==> config.mk <==
export PLATFORM = sky130hd
export DESIGN_NAME = rps_top
export DESIGN_NICKNAME = d
export VERILOG_FILES = /design/src/hw/rps_pkg.sv /design/src/hw/rps_sync.sv /design/src/hw/rps_top.sv
export SDC_FILE = /design/constraint.sdc
export NUM_CORES = 1
export LEC_CHECK = 0
export BUFFER_PORTS_ARGS = -buffer_cell sky130_fd_sc_hd__buf_2
export CORE_MARGIN = 2
export CORE_UTILIZATION = 50
export CTS_CLUSTER_SIZE = 40
export DETAILED_ROUTE_END_ITERATION = 12
export GPL_TIMING_DRIVEN = 0
export PLACE_DENSITY = 0.76
export SYNTH_ARGS = -nofsm -noshare
export SYNTH_HDL_FRONTEND = slang
export SYNTH_SLANG_ARGS = --single-unit
==> constraint.sdc <==
create_clock -name clk -period 3.42 [get_ports clk]
set_input_delay 0.342 -clock clk [delete_from_list [all_inputs] [get_ports clk]]
set_output_delay 0.342 -clock clk [all_outputs]
set_load 0.02 [all_outputs]
==> src/hw/rps_pkg.sv <==
// Contract
// [RQ1] chip_reset_n low holds device in reset, high permits operation.
// [RQ2] rising edge of chip_reset_n starts self-configuration sequence.
// [RQ3] outside party holds reset low until all input clocks are stable.
// [RQ4] during reset drive led selects, mirror reset, converter clock and data low.
// [RQ5] during reset every other output and two-way pin is high impedance.
// [RQ6] mirror_park_n low requests park, high permits leaving park.
// [RQ7] companion drives park level when power loss is imminent.
// [RQ8] strap 0 selects spi command port, 1 selects i2c command port.
// [RQ9] port not chosen becomes diagnostic monitoring port.
// [RQ10] strap pin tristated in reset, sampled about 1.5 us after release.
// [RQ11] after sampling the strap pin may be driven as debug output.
// [RQ12] sampled selection held until next reset assertion.
package rps_pkg;
   // ---------------------------------------------------------------
   // timing
   // ---------------------------------------------------------------
   localparam int CLK_PERIOD_PS   = 40000;
   localparam int STRAP_DELAY_PS  = 1500000;          // 1.5 us after release
   localparam int STRAP_DELAY_CYC = STRAP_DELAY_PS / CLK_PERIOD_PS;
   localparam int CNT_W           = 6;
   // ---------------------------------------------------------------
   // encodings
   // ---------------------------------------------------------------
   localparam logic HOST_SEL_SPI = 1'h0;
   localparam logic HOST_SEL_I2C = 1'h1;
   localparam logic PARK_REQ     = 1'h0;
   // ---------------------------------------------------------------
   // types
   // ---------------------------------------------------------------
   typedef enum logic [1:0] {RPS_RESET, RPS_WAIT_STRAP, RPS_CONFIG, RPS_RUN} rps_state_e;
   typedef struct packed {
      logic cmd_is_i2c;   // command port is i2c
      logic diag_is_spi;  // monitoring port is spi
      logic diag_is_i2c;  // monitoring port is i2c
   } rps_port_s;
endpackage

==> src/hw/rps_sync.sv <==
`timescale 1ns/100ps
// three-stage pin synchroniser, change accepted when stages two and three agree
module rps_sync (
   // clock and reset
   input  wire logic clk,
   input  wire logic rst_b,
   // pin and filtered level
   input  wire logic pin,
   output logic      level
);
   logic s1, s2, s3;

   // ---------------------------------------------------------------
   // stages
   // ---------------------------------------------------------------
   always_ff @(posedge clk) begin
      if (!rst_b) begin
         s1 <= 1'h0;
         s2 <= 1'h0;
         s3 <= 1'h0;
      end else begin
         s1 <= pin;
         s2 <= s1;
         s3 <= s2;
      end
   end

   // accept level when last two stages agree
   always_ff @(posedge clk) begin
      if (!rst_b) begin
         level <= 1'h0;
      end else if (s2 == s3) begin
         level <= s3;
      end
   end
endmodule

==> src/hw/rps_top.sv <==
`timescale 1ns/100ps
module rps_top #(
   parameter int STRAP_CYC = rps_pkg::STRAP_DELAY_CYC
) (
   // clock and chip reset
   input  wire logic              clk,
   input  wire logic              rst_b,
   // park control from companion
   input  wire logic              mirror_park_n,
   // host-port select strap pin
   input  wire logic              host_sel_in,
   output logic                   host_sel_out,
   output logic                   host_sel_oe,
   // debug data for strap pin
   input  wire logic              debug_out,
   input  wire logic              debug_en,
   // reset-low outputs
   input  wire logic [3:0]        led_select_req,
   input  wire logic              mirror_reset_req,
   input  wire logic              conv_clk_req,
   input  wire logic              conv_data_req,
   output logic [3:0]             led_select,
   output logic                   mirror_array_reset_n,
   output logic                   converter_serial_clock,
   output logic                   converter_serial_out,
   // status
   output logic                   in_reset,
   output logic                   config_start,
   output logic                   ready,
   output logic                   pins_enable,
   output logic                   park_request,
   output rps_pkg::rps_port_s     port_sel
);
   rps_pkg::rps_state_e state;
   logic [rps_pkg::CNT_W-1:0] cnt;
   logic park_lvl;
   logic strap_lvl;
   logic strap_taken;

   // ---------------------------------------------------------------
   // pin synchronisers
   // ---------------------------------------------------------------
   rps_sync u_park (
      .clk   (clk),
      .rst_b (rst_b),
      .pin   (mirror_park_n),
      .level (park_lvl)
   );
   rps_sync u_strap (
      .clk   (clk),
      .rst_b (rst_b),
      .pin   (host_sel_in),
      .level (strap_lvl)
   );

   // ---------------------------------------------------------------
   // sequencer
   // ---------------------------------------------------------------
   // reset holds state, release starts wait then configuration
   always_ff @(posedge clk) begin
      if (!rst_b) begin                                  // RQ1
         state <= rps_pkg::RPS_RESET;
         cnt   <= '0;
      end else begin
         case (state)
            rps_pkg::RPS_RESET: begin
               state <= rps_pkg::RPS_WAIT_STRAP;          // RQ2
               cnt   <= '0;
            end
            rps_pkg::RPS_WAIT_STRAP: begin
               if (cnt == rps_pkg::CNT_W'(STRAP_CYC - 1)) begin
                  state <= rps_pkg::RPS_CONFIG;
               end
               cnt <= cnt + 1'h1;
            end
            rps_pkg::RPS_CONFIG: begin
               state <= rps_pkg::RPS_RUN;
            end
            rps_pkg::RPS_RUN: begin
               state <= rps_pkg::RPS_RUN;
            end
            default: begin
               state <= rps_pkg::RPS_RESET;
            end
         endcase
      end
   end

   assign in_reset     = !rst_b || state == rps_pkg::RPS_RESET;
   assign config_start = state == rps_pkg::RPS_CONFIG; // RQ2
   assign ready        = state == rps_pkg::RPS_RUN;
   assign pins_enable  = !in_reset;                    // RQ5

   // ---------------------------------------------------------------
   // strap capture
   // ---------------------------------------------------------------
   // latch selection once, hold until next reset
   always_ff @(posedge clk) begin
      if (!rst_b) begin
         strap_taken <= 1'h0;
         port_sel    <= '0;
      end else if (state == rps_pkg::RPS_WAIT_STRAP && !strap_taken &&
                   cnt == rps_pkg::CNT_W'(STRAP_CYC - 1)) begin
         strap_taken            <= 1'h1;                  // RQ10
         port_sel.cmd_is_i2c    <= strap_lvl == rps_pkg::HOST_SEL_I2C; // RQ8
         port_sel.diag_is_i2c   <= strap_lvl == rps_pkg::HOST_SEL_SPI; // RQ9
         port_sel.diag_is_spi   <= strap_lvl == rps_pkg::HOST_SEL_I2C; // RQ9
      end
   end                                                    // RQ12

   // strap pin: tristate until sampled, then debug drive
   always_ff @(posedge clk) begin
      if (!rst_b) begin
         host_sel_oe  <= 1'h0;                            // RQ10
         host_sel_out <= 1'h0;
      end else begin
         host_sel_oe  <= strap_taken && debug_en;         // RQ11
         host_sel_out <= strap_taken && debug_out;
      end
   end

   // ---------------------------------------------------------------
   // park and reset-low outputs
   // ---------------------------------------------------------------
   always_ff @(posedge clk) begin
      if (!rst_b) begin
         park_request <= 1'h1;
      end else begin
         park_request <= park_lvl == rps_pkg::PARK_REQ;   // RQ6
      end
   end

   // forced low in reset and until ready, then follow core requests
   always_ff @(posedge clk) begin
      if (!rst_b) begin                                   // RQ4
         led_select             <= 4'h0;
         mirror_array_reset_n   <= 1'h0;
         converter_serial_clock <= 1'h0;
         converter_serial_out   <= 1'h0;
      end else begin
         led_select             <= ready ? led_select_req : 4'h0;
         mirror_array_reset_n   <= ready && mirror_reset_req;
         converter_serial_clock <= ready && conv_clk_req;
         converter_serial_out   <= ready && conv_data_req;
      end
   end

   // ---------------------------------------------------------------
   // assertions
   // ---------------------------------------------------------------
   property p_low_in_reset;
      @(posedge clk) !rst_b |=> led_select == 4'h0 && !mirror_array_reset_n &&
                                !converter_serial_clock && !converter_serial_out;
   endproperty
   a_low_in_reset: assert property (p_low_in_reset) else $error("outputs not low"); // RQ4

   property p_oe_off;
      @(posedge clk) !rst_b |=> !host_sel_oe && !pins_enable;
   endproperty
   a_oe_off: assert property (p_oe_off) else $error("pin driven in reset"); // RQ5

   property p_start;
      @(posedge clk) disable iff (!rst_b) $rose(state == rps_pkg::RPS_WAIT_STRAP)
         |-> ##[1:60] config_start;
   endproperty
   a_start: assert property (p_start) else $error("config did not start"); // RQ2

   property p_hold;
      @(posedge clk) disable iff (!rst_b) strap_taken |=> $stable(port_sel);
   endproperty
   a_hold: assert property (p_hold) else $error("selection changed"); // RQ12

   property p_exclusive;
      @(posedge clk) disable iff (!rst_b) strap_taken |->
         port_sel.cmd_is_i2c == port_sel.diag_is_spi &&
         port_sel.diag_is_spi != port_sel.diag_is_i2c;
   endproperty
   a_exclusive: assert property (p_exclusive) else $error("ports overlap"); // RQ9

   property p_no_drive_early;
      @(posedge clk) disable iff (!rst_b) !strap_taken |=> !host_sel_oe;
   endproperty
   a_no_drive_early: assert property (p_no_drive_early) else $error("strap driven early"); // RQ10

   property p_park;
      @(posedge clk) disable iff (!rst_b) !park_lvl |=> park_request;
   endproperty
   a_park: assert property (p_park) else $error("park ignored"); // RQ6

   property p_sel;
      @(posedge clk) disable iff (!rst_b) $rose(strap_taken) |->
         port_sel.cmd_is_i2c == $past(strap_lvl);
   endproperty
   a_sel: assert property (p_sel) else $error("wrong port"); // RQ8

   property p_wait_after;
      @(posedge clk) disable iff (!rst_b) $rose(rst_b) |=> state == rps_pkg::RPS_WAIT_STRAP;
   endproperty
   a_wait_after: assert property (p_wait_after) else $error("no start on release"); // RQ2

   property p_config_once;
      @(posedge clk) disable iff (!rst_b) config_start |=> !config_start && ready;
   endproperty
   a_config_once: assert property (p_config_once) else $error("config pulse wrong"); // RQ2

   property p_low_until_ready;
      @(posedge clk) disable iff (!rst_b) !ready |=> led_select == 4'h0 &&
         !mirror_array_reset_n && !converter_serial_clock && !converter_serial_out;
   endproperty
   a_low_until_ready: assert property (p_low_until_ready) else $error("outputs early"); // RQ4

   property p_debug_drive;
      @(posedge clk) disable iff (!rst_b) strap_taken && debug_en |=>
         host_sel_oe && host_sel_out == $past(debug_out);
   endproperty
   a_debug_drive: assert property (p_debug_drive) else $error("debug drive lost"); // RQ11

   property p_unpark;
      @(posedge clk) disable iff (!rst_b) park_lvl |=> !park_request;
   endproperty
   a_unpark: assert property (p_unpark) else $error("park stuck"); // RQ6
endmodule

==> Yosys cells after proc, flatten, opt, wreduce, memory -nomap -nowiden <==
Index checks and enable logic that the tools add are counted.
{ "word_totals": {"out_inout_bits": 17, "ff_bits": 29, "word_cells": 48} }
{ "op_classes": {"n_addsub": 1, "n_reduce_logical": 15, "muxes": 3, "n_bitwise": 2, "eq_ne": 7} }
{ "ops": {"columns": ["cell", "n"], "rows": [
  ["$pmux 6 s2", 1],
  ["$logic_and 1x1->1", 7],
  ["$add 6x1->6 const B", 1],
  ["$eq 6x6->1 const B", 1],
  ["$pmux 2 s3", 1],
  ["$eq 2x2->1 const B", 2],
  ["$logic_not 1->1", 3],
  ["$eq 1x1->1", 2],
  ["$eq 2x1->1 const B", 1],
  ["$logic_not 2->1", 1],
  ["$mux 2", 1],
  ["$ne 2x1->1 const B", 1],
  ["$not 1->1", 2],
  ["$reduce_and 2->1", 1],
  ["$reduce_bool 2->1", 1],
  ["$reduce_or 2->1", 1],
  ["$logic_or 1x1->1", 1]
]} }

==> Longest topological paths before layout <==
{ "depth": {"depth_word": 3, "depth_mapped": 4} }

==> Modules after synthesis <==
Synthesis repeated with hierarchy kept, for this count alone.
{ "hier_totals": {"hier_cells": 96, "hier_area_um2": 1019.7} }
{ "by_module_without_submodules": {"columns": ["mod", "area_each_um2", "cells_per_inst", "n_inst"], "rows": [
  ["rps_top", 787.0, 76, 1],
  ["rps_sync", 116.4, 10, 2]
]} }

==> Worst setup path before layout <==
No wires, ideal clock.
{ "synth_path": {"kind": "register to output", "from": "register state[1]", "to": "output pins_enable", "stages_incl_launch_ff": 4, "path_buffers": 1, "required_time_ns": 3.078, "arrival_time_ns": 1.227, "slack_ns": 1.851, "path_cell_list": "dfxtp_1 buf_6 o21ai_1 inv_1"} }
{ "synth_between": {"elab_chain_len": 3} }
{ "synth_lines": {"columns": ["item", "line_no", "rtl"], "rows": [
  ["from (decl)", "rps_top.sv:34", "rps_pkg::rps_state_e state;"],
  ["from (signal assigned)", "rps_top.sv:62", "state <= rps_pkg::RPS_RESET;"],
  ["from (signal assigned)", "rps_top.sv:67", "state <= rps_pkg::RPS_WAIT_STRAP;"],
  ["from (signal assigned)", "rps_top.sv:72", "state <= rps_pkg::RPS_CONFIG;"],
  ["$logic_not 2->1", "rps_top.sv:89", "assign in_reset = !rst_b || state == rps_pkg::RPS_RESET;"],
  ["$logic_or 1x1->1", "rps_top.sv:89", null],
  ["named net in_reset", "rps_top.sv:27", "output logic in_reset,"],
  ["$logic_not 1->1", "rps_top.sv:92", "assign pins_enable = !in_reset;"],
  ["to (decl)", "rps_top.sv:30", "output logic pins_enable,"]
]} }
The timed path passes the listed nets, and every way through them passes these cells.

==> Final worst setup path <==
{ "layout_path": {"from": "register state[1]", "to": "output in_reset"} }
{ "layout_between": {"elab_chain_len": 2} }
{ "layout_lines": {"columns": ["item", "line_no"], "rows": [
  ["$logic_not 2->1", "rps_top.sv:89"],
  ["$logic_or 1x1->1", "rps_top.sv:89"],
  ["to (decl)", "rps_top.sv:27"]
]} }
Every way passes these cells.

==> reports/qor.yml <==
detailed_place.area_sq_um: 1190
top_usage_layer: "met2"
power.density_nw_per_um2: 472
floorplan.initialDensity: 0.524
drt_iter0_drc: 4
met1_usage_in_global_routing: 0.189
yosysSeqAreaShare: 0.576
hold-worst-slack_ns: 0.230
share_of_post_route_cells_with_drive_strength_above_1: 0.305
fmax_mhz: 548
grt_start_max_net_pins: 11
setup_repair_after_global_routing_missed_its_margin: "no"
routed_wire_length_per_instance_um: 11.1
design.final.nets: 146
cts.root.buffer_cell: "clkbuf_4"
drt_pass1_iterations: 4
post_synth_main_area_contributors: "dfxtp_1 (58%), and2_1 (8.7%), nand2_1 (3.0%)"
num_io_pins: 30
clkSlewWorstSetupHoldPaths_ns: 0.08
timing_worst_setup_path_type: "reg2out"
cp_data_required_time_ns: 3.08
rr_startpoint: "state[0]"
ir_drop_mv: 0.326
syn-instance-count: 95
num-fill-cells: 174
dp.final_hpwl_mm: 1.32
final.setup.tns_ns: 0
rows: 16
grt.met2_usage: 0.288
timing.critical_path.fanout_max: 10
post-cts-setup-buffers: 0
p_leak_nw: 0.607
gp_congestion: 0.675
resized_after_cts: 0
status: "complete, no violations"
routed_wirelength_mm: 1.76
final-hold-violation-count: 0
maximum_clock_path_buffer_count: 2
htreeDepth: 2
gr-usage-met3: 0.0613
syn_area_per_cell_sq_um: 10.6
setup_violations: 0
placeableCoreArea_sq_um: 1920
grt_antenna_before_repair: 0
finalCriticalPeriod_ns: 1.82
crit_path_start_kind: "flip-flop"
groute.usage.overall: 0.169
num_antenna_cells: 0
synthDistinctLibCells: 25
area.growth.synth_to_final_pct: 23.2
clock_sink_count: 29
ant_nets: 0
route.detailed.drc: 0
vias_in_the_first_global_route: 716
worst_setup_path_startpoint: "state[1]"
period_share: 0.533
globalRoute.totalOverflow: 0
number_of_warnings_issued_by_yosys: 0
number_of_vias_after_detailed_routing: 756
cts_tree: "yes"
buffer_ports.inserted: 29
die_area_sq_um: 2390
synth_top_area_cell: "dfxtp_1"
global_route_wire_length_before_repair_mm: 3.08
clkLatencyLatePin_ns: 0.31
hold_path_startpoint: "conv_clk_req"
timing.critical_path.arrival_ns: 1.48
timing_max_transition_violations_final: 0
drt-vias-per-instance: 4.78
worst_slew_pin_slew_ns: 0.559
hold_buffers: 0
die_w_um: 48.9
fin_worst_skew_ns: 0.00572
min_path_type: "in2reg"
ys_seq_elements: 29
synth.top_cell.area_share: 0.576
post_route_standard_cell_area_excluding_fillers_sq_um: 1240
worstSetupEndpointType: "primary output"
post-layout-total-power_mw: 0.586
timing.slew.headroom: 0.625
mappedNetlistNets: 110
cts_inserted_buffers: 5
max_cap_viol_count: 0
post_synth_instance_area_sq_um: 1010
die_height_um: 48.9
==> cell families (layout without fill, tap and decap cells) <==
family / count (synthesis) / count (layout) / synth area share
buf+inv: 7 / 43 / 0.0373
compound gates: 11 / 11 / 0.0596
flops: 29 / 29 / 0.576
fa+ha+maj: 2 / 2 / 0.0248
simple gates: 40 / 40 / 0.247
xor+xnor: 4 / 4 / 0.0348
mux: 2 / 2 / 0.0199
==> metal layers <==
| layer | share of wire | vias to the layer above | wire length (um) |
|---|---|---|---|
| li1 | - | 380 | - |
| met3 | 0.075 | 4 | 132 |
| met5 | 0 | - | 0 |
| met4 | 0.012 | 0 | 21 |
| met1 | 0.43 | 345 | 763 |
| met2 | 0.48 | 27 | 838 |
==> cell usage in the layout, fill, tap and decap left out, types with 2 or more instances in the layout <==
| cell | netlist | routed |
|---|---|---|
| and2_1 | 14 | 14 |
| xor2_1 | 3 | 3 |
| nand2_1 | 8 | 8 |
| dfxtp_1 | 29 | 29 |
| inv_1 | 4 | 4 |
| a21oi_1 | 4 | 4 |
| and3_1 | 3 | 3 |
| clkbuf_4 | 0 | 5 |
| nor2_1 | 6 | 6 |
| clkbuf_1 | 1 | 2 |
| buf_2 | 0 | 29 |
| ha_1 | 2 | 2 |
| mux2i_1 | 2 | 2 |
| o21ai_0 | 3 | 3 |
| nor2b_1 | 3 | 3 |
| a31oi_1 | 2 | 2 |
==> state kept, by name (all words and copies together) (netlist names) <==
| name | count |
|---|---|
| mirror_array_reset_n | 1 |
| converter_serial_clock | 1 |
| cnt | 6 |
| converter_serial_out | 1 |
| host_sel_out | 1 |
| state | 2 |
| park_request | 1 |
| u_strap.level | 1 |
| u_park.s2 | 1 |
| u_strap.s2 | 1 |
| u_park.s3 | 1 |
| u_park.s1 | 1 |
| strap_taken | 1 |
| u_strap.s1 | 1 |
| u_park.level | 1 |
| led_select | 4 |
| port_sel | 2 |
| host_sel_oe | 1 |
| u_strap.s3 | 1 |
==> final cells by class <==
| cell class | instances | area (sq um) | share of cell area |
|---|---|---|---|
| plain buffers | 3 | 22.5 | 0.0181 |
| clock buffers | 7 | 55.1 | 0.0444 |
| inverters | 4 | 15.0 | 0.0121 |
| multi-input cells | 59 | 389 | 0.314 |
| flip-flops and latches | 29 | 581 | 0.468 |
| well taps | 27 | 33.8 | 0.0272 |
| repair buffers | 29 | 145 | 0.117 |
==> critical path, stage by stage, from the launching register on <==
cell	delay [ns]
dfxtp_1	0.31
buf_6	0.13
o21ai_1	0.46
buf_2	0.27
==> synthesized netlist by cell type, drive strengths merged <==
library cell / instances
and2: 14
buf: 2
and3: 3
clkbuf: 1
dfxtp: 29
and4b: 1
or3: 1
xor2: 3
ha: 2
nand2: 8
o21ai: 4
a31oi: 2
inv: 4
and4bb: 1
a22oi: 1
nand4b: 2
mux2i: 2
nor2b: 3
nor2: 6
nand2b: 1
a21oi: 4
xnor2: 1
==> through the flow <==
| stage | util | std cells | setup WS, ns |
|---|---|---|---|
| 4_1_cts | 0.646 | 158 | 1.58 |
| 2_1_floorplan | - | 95 | 1.85 |
| 5_1_grt | 0.646 | 158 | 1.53 |
| 6_report | 0.646 | 158 | 1.60 |
| 3_5_place_dp | 0.617 | 151 | 1.93 |
| 3_3_place_gp | 0.617 | 151 | 1.96 |
==> power breakdown <==
part           switching [mW]  internal [mW]  total [mW]
registers             0.00516          0.345       0.350
logic                  0.0208         0.0167      0.0375
clock network           0.102         0.0969       0.198
==> path summary, 6_finish.rpt <==
path                                 end  slack, ns  cells after the start
setup reg to reg             port_sel[1]       2.13                      3
setup / recovery                in_reset       1.60                      3
hold reg to reg             park_request       0.41                      1
hold / removal    converter_serial_clock       0.23                      2
Note: power is estimated with default switching activity, not from simulation.
